[src/rter_pkg.sv]
// Package for the radio task and event register bank.
// Assumes a single peripheral clock; shared by the bank and its trigger pulser.
package rter_pkg;
	localparam int addr_w = 12;
	localparam logic [11:0] off_tx_enable = 12'h000;
	localparam logic [11:0] off_rx_enable = 12'h004;
	localparam logic [11:0] off_start = 12'h008;
	localparam logic [11:0] off_stop = 12'h00c;
	localparam logic [11:0] off_disable = 12'h010;
	localparam logic [11:0] off_ss_start = 12'h014;
	localparam logic [11:0] off_ss_stop = 12'h018;
	localparam logic [11:0] off_bc_start = 12'h01c;
	localparam logic [11:0] off_bc_stop = 12'h020;
	localparam logic [11:0] off_ed_start = 12'h024;
	localparam logic [11:0] off_ed_stop = 12'h028;
	localparam logic [11:0] off_cca_start = 12'h02c;
	localparam logic [11:0] off_cca_stop = 12'h030;
	localparam logic [11:0] off_ramp_done = 12'h100;
	localparam logic [11:0] off_address_done = 12'h104;
	localparam logic [11:0] off_payload_done = 12'h108;
	localparam logic [11:0] off_packet_done = 12'h10c;
	localparam logic [11:0] off_int_mask = 12'h300;
	localparam logic [11:0] off_int_status = 12'h304;
	localparam int num_tasks = 13;
	localparam int num_events = 4;
	localparam int task_bit = 0;
	localparam logic [3:0] mask_reset = 4'h0;
	localparam logic [31:0] flag_reset = 32'h00000000;
	// Task indices, ordered by offset
	localparam int t_tx_enable = 0;
	localparam int t_rx_enable = 1;
	localparam int t_start = 2;
	localparam int t_stop = 3;
	localparam int t_disable = 4;
	localparam int t_ss_start = 5;
	localparam int t_ss_stop = 6;
	localparam int t_bc_start = 7;
	localparam int t_bc_stop = 8;
	localparam int t_ed_start = 9;
	localparam int t_ed_stop = 10;
	localparam int t_cca_start = 11;
	localparam int t_cca_stop = 12;
	typedef enum logic [1:0] {
		rter_idle = 2'b00,
		rter_access = 2'b01
	} rter_bus_state_t;
endpackage : rter_pkg

[src/rter_bank.sv]
// Task trigger and event flag register bank of a radio controller, APB slave.
// Assumes the radio datapath gives one-cycle event pulses on pclk.
module rter_bank (
	input wire logic pclk,
	input wire logic presetn,
	input wire logic ce,
	input wire logic psel,
	input wire logic penable,
	input wire logic pwrite,
	input wire logic [11:0] paddr,
	input wire logic [31:0] pwdata,
	output logic [31:0] prdata,
	output logic pready,
	output logic pslverr,
	input wire logic ramp_done_evt,
	input wire logic address_done_evt,
	input wire logic payload_done_evt,
	input wire logic packet_done_evt,
	output logic tx_enable_trigger,
	output logic rx_enable_trigger,
	output logic start_trigger,
	output logic stop_trigger,
	output logic disable_trigger,
	output logic signal_strength_start_trigger,
	output logic signal_strength_stop_trigger,
	output logic bit_counter_start_trigger,
	output logic bit_counter_stop_trigger,
	output logic energy_detect_start_trigger,
	output logic energy_detect_stop_trigger,
	output logic channel_assess_start_trigger,
	output logic channel_assess_stop_trigger,
	output logic irq
);
	localparam int nt = rter_pkg::num_tasks;
	localparam int ne = rter_pkg::num_events;

	typedef struct packed {
		rter_pkg::rter_bus_state_t st;
		logic [31:0] prdata;
		logic pready;
		logic pslverr;
		logic [ne-1:0] flag;
		logic [ne-1:0] mask;
		logic irq;
	} rter_bank_state_t;

	rter_bank_state_t q;
	rter_bank_state_t next_q;
	logic [nt-1:0] task_hit;
	logic [ne-1:0] evt_hit;
	logic [ne-1:0] evt_in;
	logic [nt-1:0] pulse;
	logic wr_take;
	logic wr_one;
	logic [ne-1:0] flag_set;
	logic [ne-1:0] flag_clr;

	// Task offset lookup by index
	function automatic logic [11:0] task_off(input int i);
		case (i)
			rter_pkg::t_tx_enable: task_off = rter_pkg::off_tx_enable;
			rter_pkg::t_rx_enable: task_off = rter_pkg::off_rx_enable;
			rter_pkg::t_start: task_off = rter_pkg::off_start;
			rter_pkg::t_stop: task_off = rter_pkg::off_stop;
			rter_pkg::t_disable: task_off = rter_pkg::off_disable;
			rter_pkg::t_ss_start: task_off = rter_pkg::off_ss_start;
			rter_pkg::t_ss_stop: task_off = rter_pkg::off_ss_stop;
			rter_pkg::t_bc_start: task_off = rter_pkg::off_bc_start;
			rter_pkg::t_bc_stop: task_off = rter_pkg::off_bc_stop;
			rter_pkg::t_ed_start: task_off = rter_pkg::off_ed_start;
			rter_pkg::t_ed_stop: task_off = rter_pkg::off_ed_stop;
			rter_pkg::t_cca_start: task_off = rter_pkg::off_cca_start;
			default: task_off = rter_pkg::off_cca_stop;
		endcase
	endfunction : task_off

	function automatic logic [11:0] evt_off(input int i);
		case (i)
			0: evt_off = rter_pkg::off_ramp_done;
			1: evt_off = rter_pkg::off_address_done;
			2: evt_off = rter_pkg::off_payload_done;
			default: evt_off = rter_pkg::off_packet_done;
		endcase
	endfunction : evt_off

	generate
		for (genvar i = 0; i < nt; i++) begin : g_task
			assign task_hit[i] = (paddr == task_off(i));
		end
		for (genvar j = 0; j < ne; j++) begin : g_evt
			assign evt_hit[j] = (paddr == evt_off(j));
		end
	endgenerate

	assign evt_in = {packet_done_evt, payload_done_evt, address_done_evt, ramp_done_evt};
	// Writes take effect in the access cycle, answered with zero wait
	assign wr_take = psel && penable && pwrite && (q.st == rter_pkg::rter_access);
	assign wr_one = wr_take && pwdata[rter_pkg::task_bit];

	rter_task_pulser #(
		.n(nt)
	) u_pulser (
		.pclk(pclk),
		.presetn(presetn),
		.ce(ce),
		.hit(task_hit),
		.wr_one(wr_one),
		.pulse(pulse)
	);

	always_comb begin
		next_q = q;
		next_q.pready = 1'b0;
		next_q.pslverr = 1'b0;
		flag_clr = '0;
		flag_set = evt_in;
		case (q.st)
			rter_pkg::rter_idle: begin
				if (psel && !penable) begin
					next_q.st = rter_pkg::rter_access;
					next_q.pready = 1'b1;
					next_q.pslverr = !((|task_hit) || (|evt_hit)
						|| paddr == rter_pkg::off_int_mask
						|| paddr == rter_pkg::off_int_status);
					next_q.prdata = 32'h00000000;
					if (!pwrite) begin
						for (int k = 0; k < ne; k++) begin
							if (evt_hit[k]) begin
								next_q.prdata = {31'h00000000, q.flag[k]};
							end
						end
						if (paddr == rter_pkg::off_int_mask) begin
							next_q.prdata = {28'h0000000, q.mask};
						end
						if (paddr == rter_pkg::off_int_status) begin
							next_q.prdata = {28'h0000000, q.flag};
						end
					end
				end
			end
			rter_pkg::rter_access: begin
				next_q.st = rter_pkg::rter_idle;
				if (wr_take) begin
					for (int k = 0; k < ne; k++) begin
						// Flag registers take the written bit
						if (evt_hit[k] && !pwdata[rter_pkg::task_bit]) begin
							flag_clr[k] = 1'b1;
						end
						if (evt_hit[k] && pwdata[rter_pkg::task_bit]) begin
							flag_set[k] = 1'b1;
						end
					end
					if (paddr == rter_pkg::off_int_mask) begin
						next_q.mask = pwdata[ne-1:0];
					end
					if (paddr == rter_pkg::off_int_status) begin
						flag_clr = flag_clr | pwdata[ne-1:0];
					end
				end
			end
			default: next_q.st = rter_pkg::rter_idle;
		endcase
		// Hardware set beats a software clear
		next_q.flag = (q.flag & ~flag_clr) | flag_set;
		next_q.irq = |(next_q.flag & next_q.mask);
	end

	always_ff @(posedge pclk or negedge presetn) begin
		if (!presetn) begin
			q.st <= rter_pkg::rter_idle;
			q.prdata <= rter_pkg::flag_reset;
			q.pready <= 1'b0;
			q.pslverr <= 1'b0;
			q.flag <= '0;
			q.mask <= rter_pkg::mask_reset;
			q.irq <= 1'b0;
		end else if (ce) begin
			q <= next_q;
		end
	end

	assign prdata = q.prdata;
	assign pready = q.pready;
	assign pslverr = q.pslverr;
	assign irq = q.irq;
	assign tx_enable_trigger = pulse[rter_pkg::t_tx_enable];
	assign rx_enable_trigger = pulse[rter_pkg::t_rx_enable];
	assign start_trigger = pulse[rter_pkg::t_start];
	assign stop_trigger = pulse[rter_pkg::t_stop];
	assign disable_trigger = pulse[rter_pkg::t_disable];
	assign signal_strength_start_trigger = pulse[rter_pkg::t_ss_start];
	assign signal_strength_stop_trigger = pulse[rter_pkg::t_ss_stop];
	assign bit_counter_start_trigger = pulse[rter_pkg::t_bc_start];
	assign bit_counter_stop_trigger = pulse[rter_pkg::t_bc_stop];
	assign energy_detect_start_trigger = pulse[rter_pkg::t_ed_start];
	assign energy_detect_stop_trigger = pulse[rter_pkg::t_ed_stop];
	assign channel_assess_start_trigger = pulse[rter_pkg::t_cca_start];
	assign channel_assess_stop_trigger = pulse[rter_pkg::t_cca_stop];

	property p_rx_trig;
		@(posedge pclk) disable iff (!presetn)
		(ce && wr_take && paddr == rter_pkg::off_rx_enable && pwdata[0]) |=> rx_enable_trigger;
	endproperty
	a_rx_trig: assert property (p_rx_trig) else $error("rx trigger missing");

	property p_rx_zero;
		@(posedge pclk) disable iff (!presetn)
		(ce && wr_take && paddr == rter_pkg::off_rx_enable && !pwdata[0]) |=> !rx_enable_trigger;
	endproperty
	a_rx_zero: assert property (p_rx_zero) else $error("zero write triggered");

	property p_start_trig;
		@(posedge pclk) disable iff (!presetn)
		(ce && wr_take && paddr == rter_pkg::off_start && pwdata[0]) |=> start_trigger;
	endproperty
	a_start_trig: assert property (p_start_trig) else $error("start trigger missing");

	property p_ss_once;
		@(posedge pclk) disable iff (!presetn)
		(ce && signal_strength_start_trigger) |=> !signal_strength_start_trigger;
	endproperty
	a_ss_once: assert property (p_ss_once) else $error("sample trigger repeated");

	property p_bc_stop;
		@(posedge pclk) disable iff (!presetn)
		(ce && wr_take && paddr == rter_pkg::off_bc_stop && pwdata[0]) |=> bit_counter_stop_trigger;
	endproperty
	a_bc_stop: assert property (p_bc_stop) else $error("bit stop missing");

	property p_cca_stop;
		@(posedge pclk) disable iff (!presetn)
		(ce && wr_take && paddr == rter_pkg::off_cca_stop && pwdata[0]) |=> channel_assess_stop_trigger;
	endproperty
	a_cca_stop: assert property (p_cca_stop) else $error("cca stop missing");

	property p_ready_set;
		@(posedge pclk) disable iff (!presetn)
		(ce && ramp_done_evt) |=> q.flag[0];
	endproperty
	a_ready_set: assert property (p_ready_set) else $error("ramp flag not set");

	property p_end_irq;
		@(posedge pclk) disable iff (!presetn)
		(ce && packet_done_evt && q.mask[3]
			&& !(wr_take && paddr == rter_pkg::off_int_mask)) |=> irq;
	endproperty
	a_end_irq: assert property (p_end_irq) else $error("packet irq missing");

	property p_tx_trig;
		@(posedge pclk) disable iff (!presetn)
		(ce && wr_take && paddr == rter_pkg::off_tx_enable && pwdata[0]) |=> tx_enable_trigger;
	endproperty
	a_tx_trig: assert property (p_tx_trig) else $error("tx trigger missing");

	property p_stop_trig;
		@(posedge pclk) disable iff (!presetn)
		(ce && wr_take && paddr == rter_pkg::off_stop && pwdata[0])
			|=> stop_trigger;
	endproperty
	a_stop_trig: assert property (p_stop_trig) else $error("stop trigger missing");

	property p_dis_trig;
		@(posedge pclk) disable iff (!presetn)
		(ce && wr_take && paddr == rter_pkg::off_disable && pwdata[0])
			|=> disable_trigger;
	endproperty
	a_dis_trig: assert property (p_dis_trig) else $error("disable trigger missing");

	property p_ss_start;
		@(posedge pclk) disable iff (!presetn)
		(ce && wr_take && paddr == rter_pkg::off_ss_start && pwdata[0])
			|=> signal_strength_start_trigger;
	endproperty
	a_ss_start: assert property (p_ss_start) else $error("sample start missing");

	property p_ss_stop;
		@(posedge pclk) disable iff (!presetn)
		(ce && wr_take && paddr == rter_pkg::off_ss_stop && pwdata[0])
			|=> signal_strength_stop_trigger;
	endproperty
	a_ss_stop: assert property (p_ss_stop) else $error("sample stop missing");

	property p_bc_start;
		@(posedge pclk) disable iff (!presetn)
		(ce && wr_take && paddr == rter_pkg::off_bc_start && pwdata[0])
			|=> bit_counter_start_trigger;
	endproperty
	a_bc_start: assert property (p_bc_start) else $error("bit start missing");

	property p_ed_start;
		@(posedge pclk) disable iff (!presetn)
		(ce && wr_take && paddr == rter_pkg::off_ed_start && pwdata[0])
			|=> energy_detect_start_trigger;
	endproperty
	a_ed_start: assert property (p_ed_start) else $error("energy start missing");

	property p_ed_stop;
		@(posedge pclk) disable iff (!presetn)
		(ce && wr_take && paddr == rter_pkg::off_ed_stop && pwdata[0])
			|=> energy_detect_stop_trigger;
	endproperty
	a_ed_stop: assert property (p_ed_stop) else $error("energy stop missing");

	property p_cca_start;
		@(posedge pclk) disable iff (!presetn)
		(ce && wr_take && paddr == rter_pkg::off_cca_start && pwdata[0])
			|=> channel_assess_start_trigger;
	endproperty
	a_cca_start: assert property (p_cca_start) else $error("cca start missing");

	property p_addr_set;
		@(posedge pclk) disable iff (!presetn)
		(ce && address_done_evt) |=> q.flag[1];
	endproperty
	a_addr_set: assert property (p_addr_set) else $error("address flag not set");

	property p_pay_set;
		@(posedge pclk) disable iff (!presetn)
		(ce && payload_done_evt) |=> q.flag[2];
	endproperty
	a_pay_set: assert property (p_pay_set) else $error("payload flag not set");

	property p_end_set;
		@(posedge pclk) disable iff (!presetn)
		(ce && packet_done_evt) |=> q.flag[3];
	endproperty
	a_end_set: assert property (p_end_set) else $error("packet flag not set");

	property p_no_spur;
		@(posedge pclk) disable iff (!presetn)
		(ce && !wr_one) |=> (pulse == '0);
	endproperty
	a_no_spur: assert property (p_no_spur) else $error("trigger without write");
endmodule : rter_bank

[src/rter_task_pulser.sv]
// Turns accepted task writes into one-cycle trigger pulses.
// Assumes the writer presents a decoded one-hot strobe in the write cycle.
module rter_task_pulser #(
	parameter int n = 13
) (
	input wire logic pclk,
	input wire logic presetn,
	input wire logic ce,
	input wire logic [n-1:0] hit,
	input wire logic wr_one,
	output logic [n-1:0] pulse
);
	typedef struct packed {
		logic [n-1:0] pulse;
	} rter_pulse_state_t;
	rter_pulse_state_t q;
	rter_pulse_state_t next_q;

	always_comb begin
		next_q = q;
		// Zero writes leave the trigger untouched
		next_q.pulse = wr_one ? hit : '0;
	end

	always_ff @(posedge pclk or negedge presetn) begin
		if (!presetn) begin
			q <= '0;
		end else if (ce) begin
			q <= next_q;
		end
	end

	assign pulse = q.pulse;
endmodule : rter_task_pulser

[config.mk]
export PLATFORM = sky130hd
export DESIGN_NAME = rter_bank
export DESIGN_NICKNAME = d
export VERILOG_FILES = /design/src/rter_pkg.sv /design/src/rter_bank.sv /design/src/rter_task_pulser.sv
export SDC_FILE = /design/constraint.sdc
export NUM_CORES = 1
export LEC_CHECK = 0
export BUFFER_PORTS_ARGS = -buffer_cell sky130_fd_sc_hd__buf_2
export CAP_MARGIN = 25
export CORE_UTILIZATION = 40
export CTS_CLUSTER_SIZE = 8
export DETAILED_ROUTE_END_ITERATION = 8
export GPL_TIMING_DRIVEN = 1
export PLACE_DENSITY = 0.73
export SETUP_SLACK_MARGIN = 0.05
export SYNTH_ARGS = -nofsm -noshare
export SYNTH_HDL_FRONTEND = slang
export SYNTH_SLANG_ARGS = --single-unit
[constraint.sdc]
create_clock -name pclk -period 2.35 [get_ports pclk]
set_input_delay 0.47 -clock pclk [delete_from_list [all_inputs] [get_ports pclk]]
set_output_delay 0.47 -clock pclk [all_outputs]
set_load 0.02 [all_outputs]
==> results of run 1 <==
[layout make-up]
cell class                 count  share of cell area (%)
multi-input combinational    143                   43.74
sequential                    29                   34.75
timing repair buffer          52                   13.30
clock buffer                   8                   3.835
tap                           52                   3.116
inverter                       7                   1.258
[sequential cells by signal (all words and copies together), names as in the netlist]
signal / cells
pready: 1
irq: 1
pslverr: 1
u_pulser.pulse: 13
q: 9
prdata: 4
[per-stage QoR]
stage                power, W  hold WS, ns  worst slack [ns]  area [um2]
floorplan           0.0006573       0.1744            0.4954        1926
global placement    0.0006869       0.4658            0.2126        2008
detailed placement  0.0006890       0.4670            0.1677        2008
CTS                  0.001074       0.2301            0.4505        2088
global route         0.001121       0.2584            0.3090        2088
finish               0.001066       0.2057            0.4502        2088
[cell usage after synthesis (all sizes together) (3+ instances only)]
library cell / number / area, um2
nor2b: 3 / 18.77
clkbuf: 4 / 15.01
nand3: 10 / 50.05
nor2: 6 / 22.52
nand2: 13 / 48.80
a21o: 3 / 22.52
mux2i: 6 / 60.06
buf: 33 / 245.2
a21oi: 6 / 30.03
dfrtp: 29 / 725.7
mux2: 4 / 45.04
nand4: 3 / 25.02
and4: 3 / 27.53
o21ai: 13 / 65.06
o2bb2ai: 11 / 96.34
nor4: 5 / 52.55
inv: 7 / 26.28
nor3: 3 / 20.02
[cell usage in the layout (no fill, tap or decap), drive strengths merged, types with 4 or more instances in the layout]
cell,synthesis,final
buf,33,52
dfrtp,29,29
conb,1,28
nand2,13,13
o21ai,13,13
o2bb2ai,11,11
nand3,10,10
clkbuf,4,8
inv,7,7
nor2,6,6
a21oi,6,6
mux2i,6,6
nor4,5,5
mux2,4,4
[per-layer routing]
layer	part of all wire (%)	GRT usage [%]	up-vias
li1	-	-	743
met1	45	23.85	694
met3	7.7	6.250	11
met5	0	0	-
met4	2.6	8.390	0
met2	45	25.57	75
[report_power, final]
| part | internal, W | leakage (nW) | switching [W] |
|---|---|---|---|
| registers | 0.000509 | 0.386 | 0.00000632 |
| logic | 0.0000488 | 0.615 | 0.000117 |
| clock network | 0.000210 | 0.0395 | 0.000175 |
| total | 0.000767 | 1.04 | 0.000298 |
[cell families after synthesis]
kind of cell           Yosys count
AO/OA/AOI/OAI                   44
buffers and inverters           44
flip-flops                      29
multiplexers                    11
other                            1
AND/OR/NAND/NOR                 60
[worst max-delay path by stage]
stage / end / slack (ns) / depth (start not counted)
final: irq$_DFFE_PN0P_ / 0.45 / 7
after detailed placement: irq$_DFFE_PN0P_ / 0.17 / 7
after global placement: irq$_DFFE_PN0P_ / 0.21 / 7
after global routing: irq$_DFFE_PN0P_ / 0.31 / 7
after floorplan: irq$_DFFE_PN0P_ / 0.50 / 6
after CTS: irq$_DFFE_PN0P_ / 0.45 / 7
==> qor.yml, run 1 <==
run_status:
  status: "completed"
clock_network:
  cts_setup_buffers: 0
  cts_buffers: 5
  clk_latency_ns: 0.28
  clk_pin_slew_ns: 0.06
  cts_root_buf: "clkbuf_8"
  ctsResizeCount: 0
  numClockSinks: 29
  tritoncts: "done"
  hold_buffers: 0
  cts_buffer_depth: 2
  h-tree-depth: 2
cells_and_area:
  fin_cells: 291
  utilization_pct: 47.96
  multiInputGateArea_um2: 913.4
  antenna_cells: 0
  drive_gt1_share_pct: 29.71
  fill_cells: 429
  synthToLayoutAreaGrowth_pct: 14.47
  layout.nets: 292
  seq_area_um2: 725.7
setup_path:
  cp_common_cell: "a21oi_1"
  timing.rr.end: "irq$_DFFE_PN0P_"
  crit_fanout: 7
  r2r_cells: 6
  slowest_stage: "nor4_4"
  critPathMaxStageDelay_ns: 0.39
  ff2ff_setup_slack_ns: 0.55
  critPathBufInv: 1
  start_kind: "input port"
  worstSetupStartpoint: "paddr[4]"
  path_class: "input port to flop"
  critPathArrivalTime_ns: 2.05
  worstSetupEndpointType: "flop"
  cp.required_ns: 2.50
  crit_family: "simple AND/OR/NAND/NOR gates"
  r2r_start: "q[43]$_DFFE_PN0P_"
  crit_path_cell_trace: "buf_2, nor4_4, nand4_1, mux2i_1, a21oi_1, nor4_2, a21oi_1"
global_routing:
  grt_use_total_pct: 17.78
  gr-total-overflow: 0
  grt_pass1_wl_um: 6617
  grt_pass1_vias: 1410
  antenna_found_initial: 0
  grt_max_degree: 30
placed_design:
  place_congestion: 0.9132
  dpl.cell_count: 283
  dp_hpwl_um: 3130
  port_buffers: 45
run:
  drv_cap: 0
pwr:
  p_leak_nw: 1.040
  p_per_area_mw_per_mm2: 510.3
  ir_drop_v: 0.0003215
logic_synthesis:
  syn_inst: 189
  yosysWarnings: 0
  synth.distinct_cells: 49
  synth_mux_area_share_pct: 6.996
  synthAdderAreaFrac_pct: 0
  async_flop_share_pct: 100.0
  ys.flop_type: "dfrtp_1"
  synth-compound-area-share_pct: 17.01
  yosysSeqAreaShare_pct: 39.78
  syn_area_per_cell_um2: 9.652
  ys_seq_elements: 29
  synthSimpleGateAreaFrac_pct: 20.30
  synth_xor_area_share_pct: 0
  synth_top_family_by_area: "simple AND/OR/NAND/NOR gates"
  netlist_area_mm2: 0.001824
  synth_edf_count: 0
die:
  start_util_pct: 41.90
  num_io_pins: 102
  die_area_mm2: 0.004834
  chipWidth_um: 69.53
  die_h_um: 69.53
  core_mm2: 0.004354
  row_count: 24
routing:
  drcViolationCount: 0
  final_antenna_net_count: 0
  routed_wl_um: 4059
  drt_iter0_markers: 66
  vias_per_cell: 5.234
  firstDrtPassIters: 5
  wl_per_cell_um: 13.95
  vias: 1523
sta:
  tightestPinTransition_ns: 0.6321
  relSlewSlack_pct: 57.86
  final.period_utilization_pct: 80.84
  finClkSkew_ns: 0.004438
  drv_slew: 0
  fin_crit_ns: 1.900
  hold_viol: 0
  rsz0062_at_grt: "false"
  fmax_mhz: 526.4
  finalSetupTns_ns: 0
  setup_viol: 0
hold_path:
  worstHoldPathType: "input port to asynchronous set/reset pin"
Power figures use the tool's default switching activity.
==> inputs of run 2 (changes only) <==
==> constraint.sdc (replaced) <==
create_clock -name pclk -period 1.9 [get_ports pclk]
set_input_delay 0.38 -clock pclk [delete_from_list [all_inputs] [get_ports pclk]]
set_output_delay 0.38 -clock pclk [all_outputs]
set_load 0.02 [all_outputs]
==> run 2 against run 1 <==
Combinational power increased by 33%. Design area increased by 4.4%. Die area unchanged. Clock power is 32% higher. Clock skew up 0.0056 ns. Critical endpoint unchanged. Highest routed layer unchanged.
==> qor.yml, run 2 (same netlist as run 1, synthesis figures left out) <==
clock_network:
  tritoncts: "done"
  clk_latency_ns: 0.28
  numClockSinks: 29
  clk_pin_slew_ns: 0.07
  cts_buffer_depth: 2
  h-tree-depth: 2
  cts_setup_buffers: 0
  cts_buffers: 5
  hold_buffers: 0
  cts_root_buf: "clkbuf_8"
pwr:
  ir_drop_v: 0.0003383
  p_leak_nw: 1.096
  switching_share_pct: 27.69
  power_frac_seq_pct: 46.7
  internal-power_w: 0.0009872
  power.clock.fraction_pct: 37.2
  p_per_area_mw_per_mm2: 626.0
  power_frac_comb_pct: 16.1
  switching_power_w: 0.0003781
setup_path:
  crit_path_cell_trace: "and4_1, and3_2, a21oi_1, a21oi_1, nor4_2, a21oi_1"
  crit_fanout: 5
  critPathArrivalTime_ns: 1.91
  crit_family: "simple AND/OR/NAND/NOR gates"
  start_kind: "flop"
  worstSetupStartpoint: "q[43]$_DFFE_PN0P_"
  cp.required_ns: 2.06
  critPathMaxStageDelay_ns: 0.37
  timing.rr.end: "irq$_DFFE_PN0P_"
  cp_common_cell: "a21oi_1"
  worstSetupEndpointType: "flop"
  r2r_start: "q[43]$_DFFE_PN0P_"
  ff2ff_setup_slack_ns: 0.15
  slowest_stage: "dfrtp_1"
  critPathBufInv: 0
  r2r_cells: 6
  path_class: "flop to flop"
cells_and_area:
  layout.nets: 302
  synthToLayoutAreaGrowth_pct: 19.55
  final_common_cell: "buf_2"
  drive_gt1_share_pct: 33.87
  largest_register_ffs: 13
  final_cell_mix: "45 x buf_2, 29 x dfrtp_1, 28 x conb_1"
  antenna_cells: 0
placed_design:
  dp_hpwl_um: 3371
  port_buffers: 45
  pre_cts_slack_ns: -0.09328
  place_congestion: 0.8931
die:
  start_util_pct: 41.90
  row_count: 24
  die_area_mm2: 0.004834
  chipWidth_um: 69.53
  die_h_um: 69.53
  core_mm2: 0.004354
  num_io_pins: 102
sta:
  tightestPinTransition_ns: 0.6363
  rsz0062_at_grt: "false"
  relSlewSlack_pct: 57.58
  whs_ns: 0.1201
  layout_setup_ws_ns: 0.1538
  fmax_mhz: 572.7
  drv_slew: 0
  setup_viol: 0
  finClkSkew_ns: 0.01003
  fin_crit_ns: 1.746
  hold_viol: 0
  final.period_utilization_pct: 91.91
routing:
  final_antenna_net_count: 0
  wl_per_cell_um: 14.09
  firstDrtPassIters: 4
  vias_per_cell: 5.343
  routed_wl_um: 4228
  vias: 1603
  drcViolationCount: 0
  drt_iter0_markers: 82
global_routing:
  grt_pass1_vias: 1514
  antenna_found_initial: 0
  gr-total-overflow: 0
  grt_pass1_wl_um: 6989
  grt_max_degree: 30
  grt_use_total_pct: 18.39
hold_path:
  worstHoldPathType: "input port to asynchronous set/reset pin"
run_status:
  status: "completed"
run:
  drv_cap: 0
[run 2: power groups by stage]
| stage | clock network, W | registers, W | logic [W] |
|---|---|---|---|
| 2_1_floorplan | 0 | 0.000652 | 0.000161 |
| 3_3_place_gp | 0 | 0.000648 | 0.000215 |
| 3_5_place_dp | 0 | 0.000649 | 0.000218 |
| 4_1_cts | 0.000527 | 0.000637 | 0.000219 |
| 5_1_grt | 0.000558 | 0.000638 | 0.000240 |
| 6_report | 0.000508 | 0.000637 | 0.000220 |
[run 2: worst max path at each step]
stage / endpoint / slack [ns] / cells past startpoint
after floorplan: irq$_DFFE_PN0P_ / 0.14 / 6
final: irq$_DFFE_PN0P_ / 0.15 / 6
after global routing: irq$_DFFE_PN0P_ / 0.04 / 6
after global placement: irq$_DFFE_PN0P_ / -0.04 / 7
after detailed placement: irq$_DFFE_PN0P_ / -0.09 / 7
after CTS: irq$_DFFE_PN0P_ / 0.14 / 6
[run 2: area by class of cell]
class	count	area, um2
fillers	428	2173
clock buffers	7	86.33
flip-flops and latches	29	725.7
well taps	52	65.06
multi-input cells	143	924.6
inverters	7	26.28
repair buffers	62	352.8
[run 2: metal layers]
metal / global-route usage [%] / routed length [um] / vias up
li1: - / - / 758
met5: 0 / 0 / -
met2: 27.94 / 1976 / 65
met3: 4.651 / 296 / 9
met1: 25.49 / 1884 / 771
met4: 6.349 / 71 / 0
[run 2: repair_timing]
action                                  CTS  global route
resized for setup                         0             2
hold endpoints to repair                  0             0
endpoints found under the setup margin    0             1
[run 2: per-stage QoR]
stage	utilization, %	setup TNS, ns	std cells	power [W]	instance area [um2]
final	50.09	0	300	0.001365	2181
after global routing	50.09	0	300	0.001436	2181
after CTS	49.83	0	300	0.001383	2170
after detailed placement	47.84	-0.1201	293	0.0008667	2083
after global placement	47.84	-0.03959	293	0.0008622	2083
after floorplan	-	0	216	0.0008130	1926
==> inputs of run 3 (changes only) <==
--- a/config.mk
+++ b/config.mk
@@ -5,13 +5,14 @@
 export SDC_FILE = /design/constraint.sdc
 export NUM_CORES = 1
 export LEC_CHECK = 0
+export ABC_AREA = 1
 export BUFFER_PORTS_ARGS = -buffer_cell sky130_fd_sc_hd__buf_2
 export CAP_MARGIN = 25
 export CORE_UTILIZATION = 40
 export CTS_CLUSTER_SIZE = 8
 export DETAILED_ROUTE_END_ITERATION = 8
 export GPL_TIMING_DRIVEN = 1
-export PLACE_DENSITY = 0.73
+export PLACE_DENSITY = 0.71
 export SETUP_SLACK_MARGIN = 0.05
 export SYNTH_ARGS = -nofsm -noshare
 export SYNTH_HDL_FRONTEND = slang
==> run 3 against run 2 <==
Sequential share of layout area is 1.9 points lower. Register-to-register slack better by 0.13 ns. Clock skew increased by 0.0018 ns. Largest cell class unchanged. Highest routed layer unchanged. Clock-buffer cell count down 2.
==> qor.yml, run 3 <==
logic_synthesis:
  synth_area_leaders: "dfrtp_1 35%, buf_4 12%, nand2_1 11%"
  synthTopCellsByCount: "61 x nand2_1, 32 x buf_4, 29 x dfrtp_1"
  syn_area_per_cell_um2: 7.591
  synth_top_family_by_area: "simple AND/OR/NAND/NOR gates"
  synthSimpleGateAreaFrac_pct: 35.10
  synth_top_area_share_pct: 35.41
  yosys.area.top_type: "dfrtp_1"
  ys_seq_elements: 29
  synthAdderAreaFrac_pct: 0
  synth_edf_count: 0
  synth-compound-area-share_pct: 11.72
  syn_inst: 270
  synth.most_common_cell: "nand2_1"
  ys.flop_type: "dfrtp_1"
  netlist_area_mm2: 0.002049
  async_flop_share_pct: 100.0
  synth.distinct_cells: 30
  yosysSeqAreaShare_pct: 35.41
  yosysWarnings: 0
  synth_xor_area_share_pct: 0
  synth_mux_area_share_pct: 0
routing:
  drt_iter0_markers: 93
  top_layer_used: "met4"
  wl_per_cell_um: 12.16
  wl_met2_um: 2214
  vias_per_cell: 4.701
  vias: 1810
  firstDrtPassIters: 5
  final_antenna_net_count: 0
  routed_wl_um: 4681
  drcViolationCount: 0
  wl_met1_um: 2074
  met3_length_um: 292
sta:
  fin_crit_ns: 1.621
  hold_viol: 0
  finClkSkew_ns: 0.01188
  drv_slew: 0
  rsz0062_at_grt: "false"
  setup_viol: 0
  tightestPinTransition_ns: 0.6675
  final.period_utilization_pct: 85.31
  finalSetupTns_ns: 0
  fmax_mhz: 616.9
  relSlewSlack_pct: 55.50
setup_path:
  timing.rr.end: "irq$_DFFE_PN0P_"
  cp.required_ns: 2.08
  start_kind: "flop"
  path_class: "flop to flop"
  ff2ff_setup_slack_ns: 0.28
  worstSetupEndpointType: "flop"
  worstSetupStartpoint: "q[43]$_DFFE_PN0P_"
  crit_fanout: 7
  critPathArrivalTime_ns: 1.80
  r2r_cells: 9
  r2r_start: "q[43]$_DFFE_PN0P_"
cells_and_area:
  drive_gt1_share_pct: 25.16
  fin_cells: 385
  largest_register_ffs: 13
  multiInputGateArea_mm2: 0.001070
  synthToLayoutAreaGrowth_pct: 12.94
  layout.nets: 371
  fill_cells: 531
  final_common_cell: "nand2_1"
  antenna_cells: 0
  final_cell_mix: "61 x nand2_1, 45 x buf_2, 29 x dfrtp_1"
  seq_area_um2: 725.7
global_routing:
  gr-total-overflow: 0
  grt_pass1_vias: 1672
  grt_use_total_pct: 19.27
  grt_pass1_wl_um: 7762
  antenna_found_initial: 0
  grt_max_degree: 30
die:
  num_io_pins: 102
  chipWidth_um: 73.58
  start_util_pct: 42.55
  core_mm2: 0.004817
  row_count: 25
  die_area_mm2: 0.005414
  die_h_um: 73.58
run:
  drv_cap: 0
run_status:
  status: "completed"
placed_design:
  dp_hpwl_um: 3625
  place_congestion: 0.8820
  port_buffers: 45
  dpl.cell_count: 377
clock_network:
  tritoncts: "done"
  numClockSinks: 29
  h-tree-depth: 2
  cts_root_buf: "clkbuf_8"
  cts_buffers: 5
  cts_buffer_depth: 2
  clk_pin_slew_ns: 0.07
  clk_latency_ns: 0.29
  hold_buffers: 0
hold_path:
  worstHoldPathType: "input port to asynchronous set/reset pin"
pwr:
  ir_drop_v: 0.0004199
  p_leak_nw: 1.247
  p_per_area_mw_per_mm2: 605.4
## run 3: changes by cell type in the layout (fill, tap and decap cells not counted), sizes merged, moves of 11 or more
cell / previous run / this run
o2bb2ai: 11 / 0
inv: 7 / 26
buf: 62 / 48
nand2: 13 / 64
nor2: 6 / 38
nand3: 10 / 25
## run 3: final cells by class
cell class                      count  area share, %
Multi-Input combinational cell    206          46.22
Tap cell                           67          3.622
Clock inverter                      3         0.7568
Sequential cell                    29          31.35
Clock buffer                        5          2.973
Timing Repair Buffer               48          10.70
Inverter                           27          4.378
## run 3: where the power goes
| group | internal [W] | switching (W) | leakage [nW] |
|---|---|---|---|
| Combinational | 0.0000622 | 0.000176 | 0.832 |
| Clock | 0.000252 | 0.000260 | 0.0439 |
| Sequential | 0.000639 | 0.0000112 | 0.371 |
## run 3: logic make-up (layout without fill, tap and decap cells)
group / count (synthesis) / in the layout
and+or+nand+nor: 139 / 139
DFF: 29 / 29
buffers and inverters: 62 / 83
other: 1 / 28
AOI/OAI and AO/OA: 39 / 39
## run 3: per-stage QoR
step	setup slack (ns)	util (%)	instance area [um2]	hold WS [ns]	total power, W
final	0.2791	48.05	2315	0.1119	0.001401
after global routing	0.07924	48.05	2315	0.1600	0.001478
after detailed placement	0.1366	46.16	2223	0.4579	0.0008978
after floorplan	0.4703	-	2151	0.08441	0.0008600
after CTS	0.2351	47.95	2310	0.1358	0.001413
after global placement	0.1921	46.16	2223	0.4434	0.0008925
## run 3: worst max path at each step
stage	endpoint	slack (ns)	depth (start not counted)
after floorplan	irq$_DFFE_PN0P_	0.47	10
after global placement	u_pulser.pulse[5]$_DFFE_PN0P_	0.19	7
after detailed placement	u_pulser.pulse[8]$_DFFE_PN0P_	0.14	7
after CTS	u_pulser.pulse[8]$_DFFE_PN0P_	0.24	6
after global routing	irq$_DFFE_PN0P_	0.08	9
final	irq$_DFFE_PN0P_	0.28	9
## run 3: per-layer routing
layer,vias to the layer above,global-route usage (%)
met5,-,0
met4,0,7.265
met3,10,5.487
met2,69,31.60
met1,812,23.97
li1,919,-
## run 3: critical path: stages (launching register included)
cell and delay [ns]:
dfrtp_1 0.37, nand4_1 0.24, inv_1 0.24, nand3_4 0.14, nor2_1 0.15, a21oi_2 0.06
nand2_1 0.09, nand3_1 0.08, nor2_1 0.09, nor2_1 0.05
## run 3: what timing repair did
action                     4_1_cts  5_1_grt
gates resized for setup          0        1
setup endpoints to repair        0        1
buffers inserted                 0        0
